===== config.mk =====
export PLATFORM = sky130hd
export DESIGN_NAME = api_timer
export DESIGN_NICKNAME = d
export VERILOG_FILES = /design/src/common/api_timer_pkg.sv /design/src/design/tick_divider.sv /design/src/design/api_timer.sv
export SDC_FILE = /design/constraint.sdc
export NUM_CORES = 1
export LEC_CHECK = 0
export BUFFER_PORTS_ARGS = -buffer_cell sky130_fd_sc_hd__buf_2
export CAP_MARGIN = 10
export CORE_ASPECT_RATIO = 1.4
export CORE_MARGIN = 2
export CORE_UTILIZATION = 30
export DETAILED_ROUTE_END_ITERATION = 10
export HOLD_SLACK_MARGIN = 0.03
export SYNTH_ARGS = -nofsm -noshare
export SYNTH_HDL_FRONTEND = slang
export SYNTH_HIERARCHICAL = 1
export SYNTH_SLANG_ARGS = --single-unit

===== constraint.sdc =====
create_clock -name clk_i -period 2.3 [get_ports clk_i]
set_input_delay 0.23 -clock clk_i [delete_from_list [all_inputs] [get_ports clk_i]]
set_output_delay 0.23 -clock clk_i [all_outputs]
set_load 0.02 [all_outputs]

===== src/common/api_timer_pkg.sv =====
// package: register map, field positions and timing for the wakeup timer
// assumes a 32-bit axi4-lite slave with word-aligned registers
package api_timer_pkg;

  // register byte offsets
  localparam logic [7:0] OFF_CTRL   = 8'h00;
  localparam logic [7:0] OFF_RATE   = 8'h04;
  localparam logic [7:0] OFF_STATUS = 8'h08;
  localparam logic [7:0] OFF_MASK   = 8'h0C;
  localparam logic [7:0] OFF_COUNT  = 8'h10;

  // control field positions
  localparam int CTRL_CLK_SEL  = 7;
  localparam int CTRL_WAVE_SEL = 4;
  localparam int CTRL_EXT_EN   = 3;
  localparam int CTRL_FEAT_EN  = 2;
  localparam int CTRL_IRQ_EN   = 1;
  localparam int CTRL_FLAG     = 0;
  localparam logic [7:0] CTRL_WMASK = 8'h9E;
  localparam logic [7:0] CTRL_RESET = 8'h00;

  // status bit positions
  localparam int ST_TIMEOUT = 0;
  localparam int ST_WIDTH   = 1;

  // rate and period
  localparam logic [15:0] RATE_RESET = 16'h0000;
  // autonomous clock divider: one enable per this many bus cycles
  localparam int ACLK_DIV = 100;

  // axi responses
  localparam logic [1:0] RESP_OKAY   = 2'h0;
  localparam logic [1:0] RESP_SLVERR = 2'h2;

  typedef struct packed {
    logic clk_sel;
    logic wave_sel;
    logic ext_en;
    logic feat_en;
    logic irq_en;
  } ctrl_t;

endpackage


===== src/design/tick_divider.sv =====
// divider: one-cycle enable every DIV cycles of clk_i
// assumes a single clock and synchronous reset
module tick_divider
  import api_timer_pkg::*;
#(
  parameter int DIV = ACLK_DIV
) (
  // clock and reset
  input  wire logic clk_i,
  input  wire logic srst_i,
  // enable
  output logic      tick_o
);

  localparam int W = (DIV > 1) ? $clog2(DIV) : 1;
  localparam logic [W-1:0] LAST = W'(DIV - 1);

  logic [W-1:0] cnt_ff;

  initial begin
    if (DIV < 1) $error("tick_divider: DIV must be at least 1");
  end

  always_ff @(posedge clk_i) begin
    if (srst_i || cnt_ff == LAST) cnt_ff <= '0;
    else                          cnt_ff <= cnt_ff + W'(1);
  end

  assign tick_o = (DIV == 1) ? 1'b1 : (cnt_ff == LAST);

endmodule


===== src/design/api_timer.sv =====
// periodic wakeup timer with axi4-lite registers and an external waveform
// assumes clk_i is the bus clock; the autonomous clock is a divided enable
module api_timer
  import api_timer_pkg::*;
#(
  parameter int RATE_W = 16,
  parameter int DIV    = ACLK_DIV
) (
  // clock and reset
  input  wire logic        clk_i,
  input  wire logic        srst_i,
  // axi4-lite write address
  input  wire logic [7:0]  awaddr_i,
  input  wire logic        awvalid_i,
  output logic             awready_o,
  // axi4-lite write data
  input  wire logic [31:0] wdata_i,
  input  wire logic [3:0]  wstrb_i,
  input  wire logic        wvalid_i,
  output logic             wready_o,
  // axi4-lite write response
  output logic [1:0]       bresp_o,
  output logic             bvalid_o,
  input  wire logic        bready_i,
  // axi4-lite read address
  input  wire logic [7:0]  araddr_i,
  input  wire logic        arvalid_i,
  output logic             arready_o,
  // axi4-lite read data
  output logic [31:0]      rdata_o,
  output logic [1:0]       rresp_o,
  output logic             rvalid_o,
  input  wire logic        rready_i,
  // pin and interrupt
  output logic             periodic_waveform_pin_o,
  output logic             irq_o
);

  initial begin
    if (RATE_W < 1 || RATE_W > 16) $error("api_timer: RATE_W 1..16");
  end

  function automatic logic hit(input logic [7:0] a, input logic [7:0] off);
    return a[7:2] == off[7:2];
  endfunction

  // registers
  ctrl_t              ctrl_ff;
  logic [RATE_W-1:0]  period_rate_value_ff;
  logic [ST_WIDTH-1:0] status_ff;
  logic [ST_WIDTH-1:0] mask_ff;
  logic [RATE_W:0]    cnt_ff;
  logic               wave_ff;
  logic               pulse_ff;

  // write channel capture
  logic        aw_have_ff;
  logic        w_have_ff;
  logic [7:0]  aw_addr_ff;
  logic [31:0] w_data_ff;
  logic [3:0]  w_strb_ff;
  logic        bvalid_ff;
  logic [1:0]  bresp_ff;
  logic        rvalid_ff;
  logic [31:0] rdata_ff;
  logic [1:0]  rresp_ff;

  assign awready_o = !aw_have_ff && !bvalid_ff;
  assign wready_o  = !w_have_ff && !bvalid_ff;
  assign arready_o = !rvalid_ff;
  assign bvalid_o  = bvalid_ff;
  assign bresp_o   = bresp_ff;
  assign rvalid_o  = rvalid_ff;
  assign rdata_o   = rdata_ff;
  assign rresp_o   = rresp_ff;

  wire aw_take = awvalid_i && awready_o;
  wire w_take  = wvalid_i && wready_o;
  wire [7:0]  wa = aw_have_ff ? aw_addr_ff : awaddr_i;
  wire [31:0] wd = w_have_ff ? w_data_ff : wdata_i;
  wire [3:0]  ws = w_have_ff ? w_strb_ff : wstrb_i;
  wire wr_go = (aw_have_ff || aw_take) && (w_have_ff || w_take);

  wire wr_ctrl   = wr_go && hit(wa, OFF_CTRL) && ws[0];
  wire wr_rate   = wr_go && hit(wa, OFF_RATE);
  wire wr_status = wr_go && hit(wa, OFF_STATUS) && ws[0];
  wire wr_mask   = wr_go && hit(wa, OFF_MASK) && ws[0];
  wire wr_mapped = hit(wa, OFF_CTRL) || hit(wa, OFF_RATE) ||
                   hit(wa, OFF_STATUS) || hit(wa, OFF_MASK) ||
                   hit(wa, OFF_COUNT);

  always_ff @(posedge clk_i) begin
    if (srst_i) begin
      aw_have_ff <= 1'b0;
      w_have_ff  <= 1'b0;
      aw_addr_ff <= 8'h00;
      w_data_ff  <= 32'h0000_0000;
      w_strb_ff  <= 4'h0;
    end else begin
      if (wr_go) aw_have_ff <= 1'b0;
      else if (aw_take) aw_have_ff <= 1'b1;
      if (wr_go) w_have_ff <= 1'b0;
      else if (w_take) w_have_ff <= 1'b1;
      if (aw_take) aw_addr_ff <= awaddr_i;
      if (w_take) begin
        w_data_ff <= wdata_i;
        w_strb_ff <= wstrb_i;
      end
    end
  end

  always_ff @(posedge clk_i) begin
    if (srst_i) begin
      bvalid_ff <= 1'b0;
      bresp_ff  <= RESP_OKAY;
    end else if (wr_go) begin
      bvalid_ff <= 1'b1;
      bresp_ff  <= wr_mapped ? RESP_OKAY : RESP_SLVERR;
    end else if (bready_i) begin
      bvalid_ff <= 1'b0;
    end
  end

  // control register
  wire [7:0] cw = wd[7:0];
  ctrl_t nxt_ctrl;
  always_comb begin
    nxt_ctrl          = ctrl_ff;
    nxt_ctrl.wave_sel = cw[CTRL_WAVE_SEL];
    nxt_ctrl.ext_en   = cw[CTRL_EXT_EN];
    nxt_ctrl.feat_en  = cw[CTRL_FEAT_EN];
    nxt_ctrl.irq_en   = cw[CTRL_IRQ_EN];
    if (!ctrl_ff.feat_en && !cw[CTRL_FEAT_EN])
      nxt_ctrl.clk_sel = cw[CTRL_CLK_SEL];
  end

  always_ff @(posedge clk_i) begin
    if (srst_i) ctrl_ff <= ctrl_t'(CTRL_RESET[7:3]);
    else if (wr_ctrl) ctrl_ff <= nxt_ctrl;
  end

  // low byte lane width of the rate register
  localparam int LO_W = (RATE_W > 8) ? 8 : RATE_W;

  always_ff @(posedge clk_i) begin
    if (srst_i) period_rate_value_ff <= RATE_RESET[RATE_W-1:0];
    else if (wr_rate && ws[1]) period_rate_value_ff <= wd[RATE_W-1:0];
    else if (wr_rate && ws[0])
      period_rate_value_ff[LO_W-1:0] <= wd[LO_W-1:0];
  end

  always_ff @(posedge clk_i) begin
    if (srst_i) mask_ff <= '0;
    else if (wr_mask) mask_ff <= wd[ST_WIDTH-1:0];
  end

  // timer clock: divided autonomous enable or every bus cycle
  logic aclk_tick;
  tick_divider #(.DIV(DIV)) u_aclk (
    .clk_i  (clk_i),
    .srst_i (srst_i),
    .tick_o (aclk_tick)
  );
  wire tick = ctrl_ff.clk_sel ? 1'b1 : aclk_tick;

  // period = 2*(rate+1) selected-clock cycles; minimum period is 2
  wire [RATE_W:0] last = {period_rate_value_ff, 1'b1};
  wire timeout = ctrl_ff.feat_en && tick && (cnt_ff == last);

  always_ff @(posedge clk_i) begin
    if (srst_i || !ctrl_ff.feat_en) cnt_ff <= '0;
    else if (tick) cnt_ff <= timeout ? '0 : cnt_ff + 1'b1;
  end

  // flag: set wins over clear
  wire flag_clr = (wr_status && wd[ST_TIMEOUT]) ||
                  (wr_ctrl && cw[CTRL_FLAG]);
  always_ff @(posedge clk_i) begin
    if (srst_i) status_ff <= '0;
    else if (timeout) status_ff[ST_TIMEOUT] <= 1'b1;
    else if (flag_clr) status_ff[ST_TIMEOUT] <= 1'b0;
  end

  assign irq_o = ctrl_ff.irq_en && |(status_ff & mask_ff);

  // waveforms: pulse lasts one selected-clock cycle (half min period)
  always_ff @(posedge clk_i) begin
    if (srst_i || !ctrl_ff.feat_en) begin
      wave_ff  <= 1'b0;
      pulse_ff <= 1'b0;
    end else begin
      if (timeout) wave_ff <= !wave_ff;
      if (timeout) pulse_ff <= 1'b1;
      else if (tick) pulse_ff <= 1'b0;
    end
  end

  wire sel_wave = ctrl_ff.wave_sel ? wave_ff : pulse_ff;
  wire pin_en   = ctrl_ff.ext_en && ctrl_ff.feat_en;
  logic pin_ff;
  always_ff @(posedge clk_i) begin
    if (srst_i) pin_ff <= 1'b0;
    else pin_ff <= pin_en && sel_wave;
  end
  assign periodic_waveform_pin_o = pin_ff;

  // read channel
  wire [7:0] ctrl_rd = {ctrl_ff.clk_sel, 2'b00, ctrl_ff.wave_sel,
                        ctrl_ff.ext_en, ctrl_ff.feat_en, ctrl_ff.irq_en,
                        status_ff[ST_TIMEOUT]};
  wire rd_mapped = hit(araddr_i, OFF_CTRL) || hit(araddr_i, OFF_RATE) ||
                   hit(araddr_i, OFF_STATUS) || hit(araddr_i, OFF_MASK) ||
                   hit(araddr_i, OFF_COUNT);
  wire [31:0] rd_mux =
    hit(araddr_i, OFF_CTRL)   ? {24'h000000, ctrl_rd} :
    hit(araddr_i, OFF_RATE)   ? 32'(period_rate_value_ff) :
    hit(araddr_i, OFF_STATUS) ? 32'(status_ff) :
    hit(araddr_i, OFF_MASK)   ? 32'(mask_ff) :
    hit(araddr_i, OFF_COUNT)  ? 32'(cnt_ff) : 32'h0000_0000;

  always_ff @(posedge clk_i) begin
    if (srst_i) begin
      rvalid_ff <= 1'b0;
      rdata_ff  <= 32'h0000_0000;
      rresp_ff  <= RESP_OKAY;
    end else if (arvalid_i && arready_o) begin
      rvalid_ff <= 1'b1;
      rdata_ff  <= rd_mux;
      rresp_ff  <= rd_mapped ? RESP_OKAY : RESP_SLVERR;
    end else if (rready_i) begin
      rvalid_ff <= 1'b0;
    end
  end

endmodule


* After elaboration in Yosys (flattened, before gate mapping) *
Cells that the tools add are included.

operators by class
  add/subtract/negate cells = 2
  eq/ne operators = 10
  multiplexer cells = 23
  bitwise logic cells = 1
  reduce and logical (&&, ||, !) cells = 52

operators with widths
  operator                                                          count
  17-bit two-way mux                                                6
  6-bit by 2-bit == test with 1-bit output (second input constant)  4
  8-bit two-way mux                                                 3
  1-bit logical AND                                                 23
  17-bit by 1-bit adder with 17-bit output (second input constant)  1
  17-bit == test                                                    1
  16-bit two-way mux                                                1
  1-bit logical OR                                                  13
  6-bit by 1-bit == test with 1-bit output (second input constant)  2
  6-bit by 3-bit == test with 1-bit output (second input constant)  2
  6-bit zero test                                                   2
  1-bit two-way mux                                                 10
  2-bit nonzero test                                                5
  7-bit by 1-bit adder with 7-bit output (second input constant)    1
  7-bit == test (second input constant)                             1
  1-bit zero test                                                   7
  2-bit two-way mux                                                 3
  2-bit AND reduction                                               1
  2-bit OR reduction                                                1
  1-bit bitwise AND                                                 1

storage, ports and cells
  bits in registers = 116

* Depth between registers and ports, before layout *
  depth after elaboration = 11
  depth in mapped cells = 10

* By module *
Netlist, hierarchy kept.

modules (own cells, without submodules)
  module        times used  cells each  area each (um^2)
  api_timer     1           494         4234.1
  tick_divider  1           33          306.5

* Worst setup path before layout *
No wires, ideal clock.

  path kind = register -> register
  from = register u_aclk.cnt_ff[0]
  to = register cnt_ff[10] (netlist name)
  setup time = 0.117 ns
  data arrival time = 2.060 ns
  required time = 2.183 ns
  path slack = 0.123 ns
  stages on the path, launching flop included = 11
  buffers on the path = 2
  cells stage by stage = dfxtp_1 > ha_1 > nand2b_1 > nor2_1 > o21a_1 > nand4_1 > nor4_1 > a211o_1 > clkbuf_1 > buf_2 > nor2_1

RTL lines
  what                      line                text
  start: declaration        tick_divider.sv:18  logic [W-1:0] cnt_ff;
  start signal: assignment  tick_divider.sv:26  else cnt_ff <= cnt_ff + W'(1);

==> flow_summary.yaml <==
status:
  status: "finished clean"
yosys:
  synth-async-reset-ratio_pct: 0
  ys.flop_type: "dfxtp_1"
  netlist_instances: 527
  yosys_warnings: 6
  postSynthAreaPerCell_um2: 8.62
  synth_cell_types: 61
  syn_area_um2: 4540
  synth_edf_count: 0
  ys_seq_elements: 97
  yosysSeqAreaShare_pct: 42.8
power_and_ir_drop:
  p_leak_nw: 2.04
  ir_drop_mv: 0.383
  powerDensity_nw_per_um2: 732
timing:
  report.final.slew_viol_count: 0
  skew_ns: 0.0120
  hold_viol: 0
  fin_crit_ns: 2.13
  slew_headroom_pct: 51.9
  clock.fmax_ghz: 0.470
  worst_slew_pin_slew_ns: 0.722
  final.setup.tns_ns: 0
  finalSetupViolations: 0
  rsz0062_at_grt: "no"
  fin_ws_ns: 0.170
  finalCritPeriodShare_pct: 92.6
setup_path:
  cp.arrival_ns: 2.36
  max_stage_delay_ns: 0.40
  slowest_stage: "dfxtp_1"
  ff2ff_path_depth: 9
  path_max_fanout: 17
  crit_path_frequent_cell: "nor2_1"
  crit_chain: "ha_1, nand2b_1, nor2_1, o21a_1, nand4_1, nor4_1, a211o_1, buf_12, nor2_1"
  worst-path-stages: 9
  worstSetupPathType: "reg2reg"
  critPathTopFamily: "simple AND/OR/NAND/NOR gates"
  cp_num_buf_inv: 1
  cp_data_required_time_ns: 2.54
  endpoint_kind: "register"
  worst_setup_path_start_kind: "register"
place:
  dp_hpwl_um: 8260
  dpl.cell_count: 761
  dp_slack_ns: 0.184
  numPortBuffers: 62
  gp_routability_congestion: 0.868
global_route:
  grt_pass1_vias: 3738
  grt_first_pass_wirelength_um: 18000
  grt_max_degree: 43
  overflow: 0
  grt_usage_pct: 14.1
  antenna_found_initial: 0
layout:
  seq_area_um2: 1940
  n_antenna_cell: 0
  multi_input_area_um2: 2360
  final_nets: 642
  fill_cells: 1497
  fin_util_pct: 35.8
  final_cell_count_no_fill: 777
  area_growth_pct: 17.6
  drive_above_1_share_pct: 17.3
cts:
  hold_buffers: 0
  cts-root-buf: "clkbuf_16"
  clock_latency_ns: 0.35
  h-tree-depth: 3
  post_cts_resized: 0
  tritoncts: "done"
  clock_path_buffers: 2
  numCtsBuffers: 9
  post-cts-setup-buffers: 0
  clock-sinks: 97
  clk_pin_slew_worst_paths_ns: 0.07
floorplanning:
  die_w_um: 108
  fp.dieH_um: 150
  ios: 102
  std_cell_rows: 53
  dieArea_um2: 16100
  design.core.area_um2: 14900
  initial_utilization_pct: 30.4
route:
  wl_per_cell_um: 13.9
  vias: 3834
  first_iter_violations: 146
  postRouteAntennaNets: 0
  first_pass_iters: 5
  routed_wl_um: 10800
  drcViolationCount: 0
  viasPerCell: 4.93
job:
  drv_cap: 0
worst_hold_path:
  holdPathStages: 2
  min_path_type: "in2reg"
[report_power, final]
group | switching (mW) | leakage (nW) | internal (mW)
logic | 0.283 | 1.09 | 0.166
registers | 0.0427 | 0.789 | 1.74
clock network | 0.676 | 0.166 | 1.00
total | 1.00 | 2.04 | 2.91
[worst reg2reg max path: stages (launching register included)]
cell      delay [ns]
dfxtp_1         0.40
ha_1            0.19
nand2b_1        0.10
nor2_1          0.18
o21a_1          0.18
nand4_1         0.14
nor4_1          0.38
a211o_1         0.23
buf_12          0.15
nor2_1          0.06
[final cells by class]
type                            instances  share of cell area (%)
Sequential cell                        97                    36.4
Timing Repair Buffer                   75                    7.87
Multi-Input combinational cell        386                    44.2
Clock inverter                          6                    1.83
Clock buffer                           10                    4.47
Inverter                               11                   0.773
Tap cell                              192                    4.50
[worst paths after layout]
| path | to | startpoint | slack (ns) |
|---|---|---|---|
| setup / recovery | cnt_ff[12] | u_aclk/cnt_ff[0] | 0.17 |
| hold / removal | rvalid_o | rready_i | 0.07 |
| setup reg to reg | cnt_ff[12] | u_aclk/cnt_ff[0] | 0.17 |
| hold reg to reg | w_data_ff[9] | w_data_ff[9] | 0.45 |
[state kept, by name, summed over array words and instances (netlist names)]
register	flops
rdata_o	17
wave_ff	1
status_ff	1
aw_addr_ff	6
period_rate_value_ff	16
cnt_ff	17
rvalid_o	1
u_aclk/cnt_ff	7
w_have_ff	1
rresp_o	1
ctrl_ff	5
mask_ff	1
periodic_waveform_pin_o	1
aw_have_ff	1
pulse_ff	1
w_data_ff	16
bvalid_o	1
w_strb_ff	2
bresp_o	1
[logic make-up (layout without fill, tap and decap cells)]
logic type	Yosys count	after routing	synth area share, %
compound gates	91	91	13.7
xor+xnor	33	33	6.37
fa+ha+maj	3	3	0.827
buf+inv	60	102	6.56
flops	97	97	42.8
mux	35	35	8.13
other cells	1	17	0.0826
simple gates	207	207	21.5
[stage by stage]
stage	total power [mW]	area, um2	hold slack, ns
detailed placement	2.28	5000	0.426
global placement	2.26	5000	0.424
global route	4.07	5340	0.0676
finish	3.91	5340	0.0667
CTS	3.95	5340	0.0607
floorplan	2.16	4600	0.329
[cells in the mapped netlist (all sizes together) (2+ instances only)]
library cell / number / area (um2)
a221oi: 12 / 111
o21ai: 6 / 30.0
mux2i: 30 / 313
a31oi: 3 / 18.8
xnor2: 22 / 193
dfxtp: 97 / 1940
o211ai: 4 / 30.0
nand2: 60 / 225
nor3: 22 / 110
a221o: 4 / 40.0
ha: 3 / 37.5
nor2b: 3 / 18.8
o22ai: 2 / 12.5
nand3: 8 / 45.0
nor4: 7 / 43.8
clkbuf: 25 / 93.8
nor2: 76 / 285
nor4b: 2 / 32.5
buf: 24 / 163
nand4: 6 / 37.5
or3: 5 / 31.3
nand2b: 2 / 12.5
inv: 11 / 41.3
xor2: 11 / 96.3
and2: 3 / 18.8
or3b: 2 / 17.5
mux2: 5 / 56.3
a21oi: 36 / 184
o21a: 2 / 15.0
a211oi: 12 / 90.1
[per-layer routing]
metal	track usage (%)	wire, um
met5	0	0
met4	6.28	261
met3	2.79	464
met2	25.2	5590
met1	16.0	4510
[cells in the final DEF (no fill, tap or decap), types with 6 or more instances in the layout]
cell	n
xor2_1	11
inv_1	10
buf_4	12
nand4_1	6
nand3_1	7
conb_1	17
a211oi_1	12
clkbuf_16	9
nor2_1	76
a21oi_1	35
nor4_1	7
o21ai_0	6
dfxtp_1	97
nor3_1	22
buf_2	62
a221oi_1	11
xnor2_1	22
nand2_1	60
mux2i_1	29
Power figures use the tool's default switching activity.
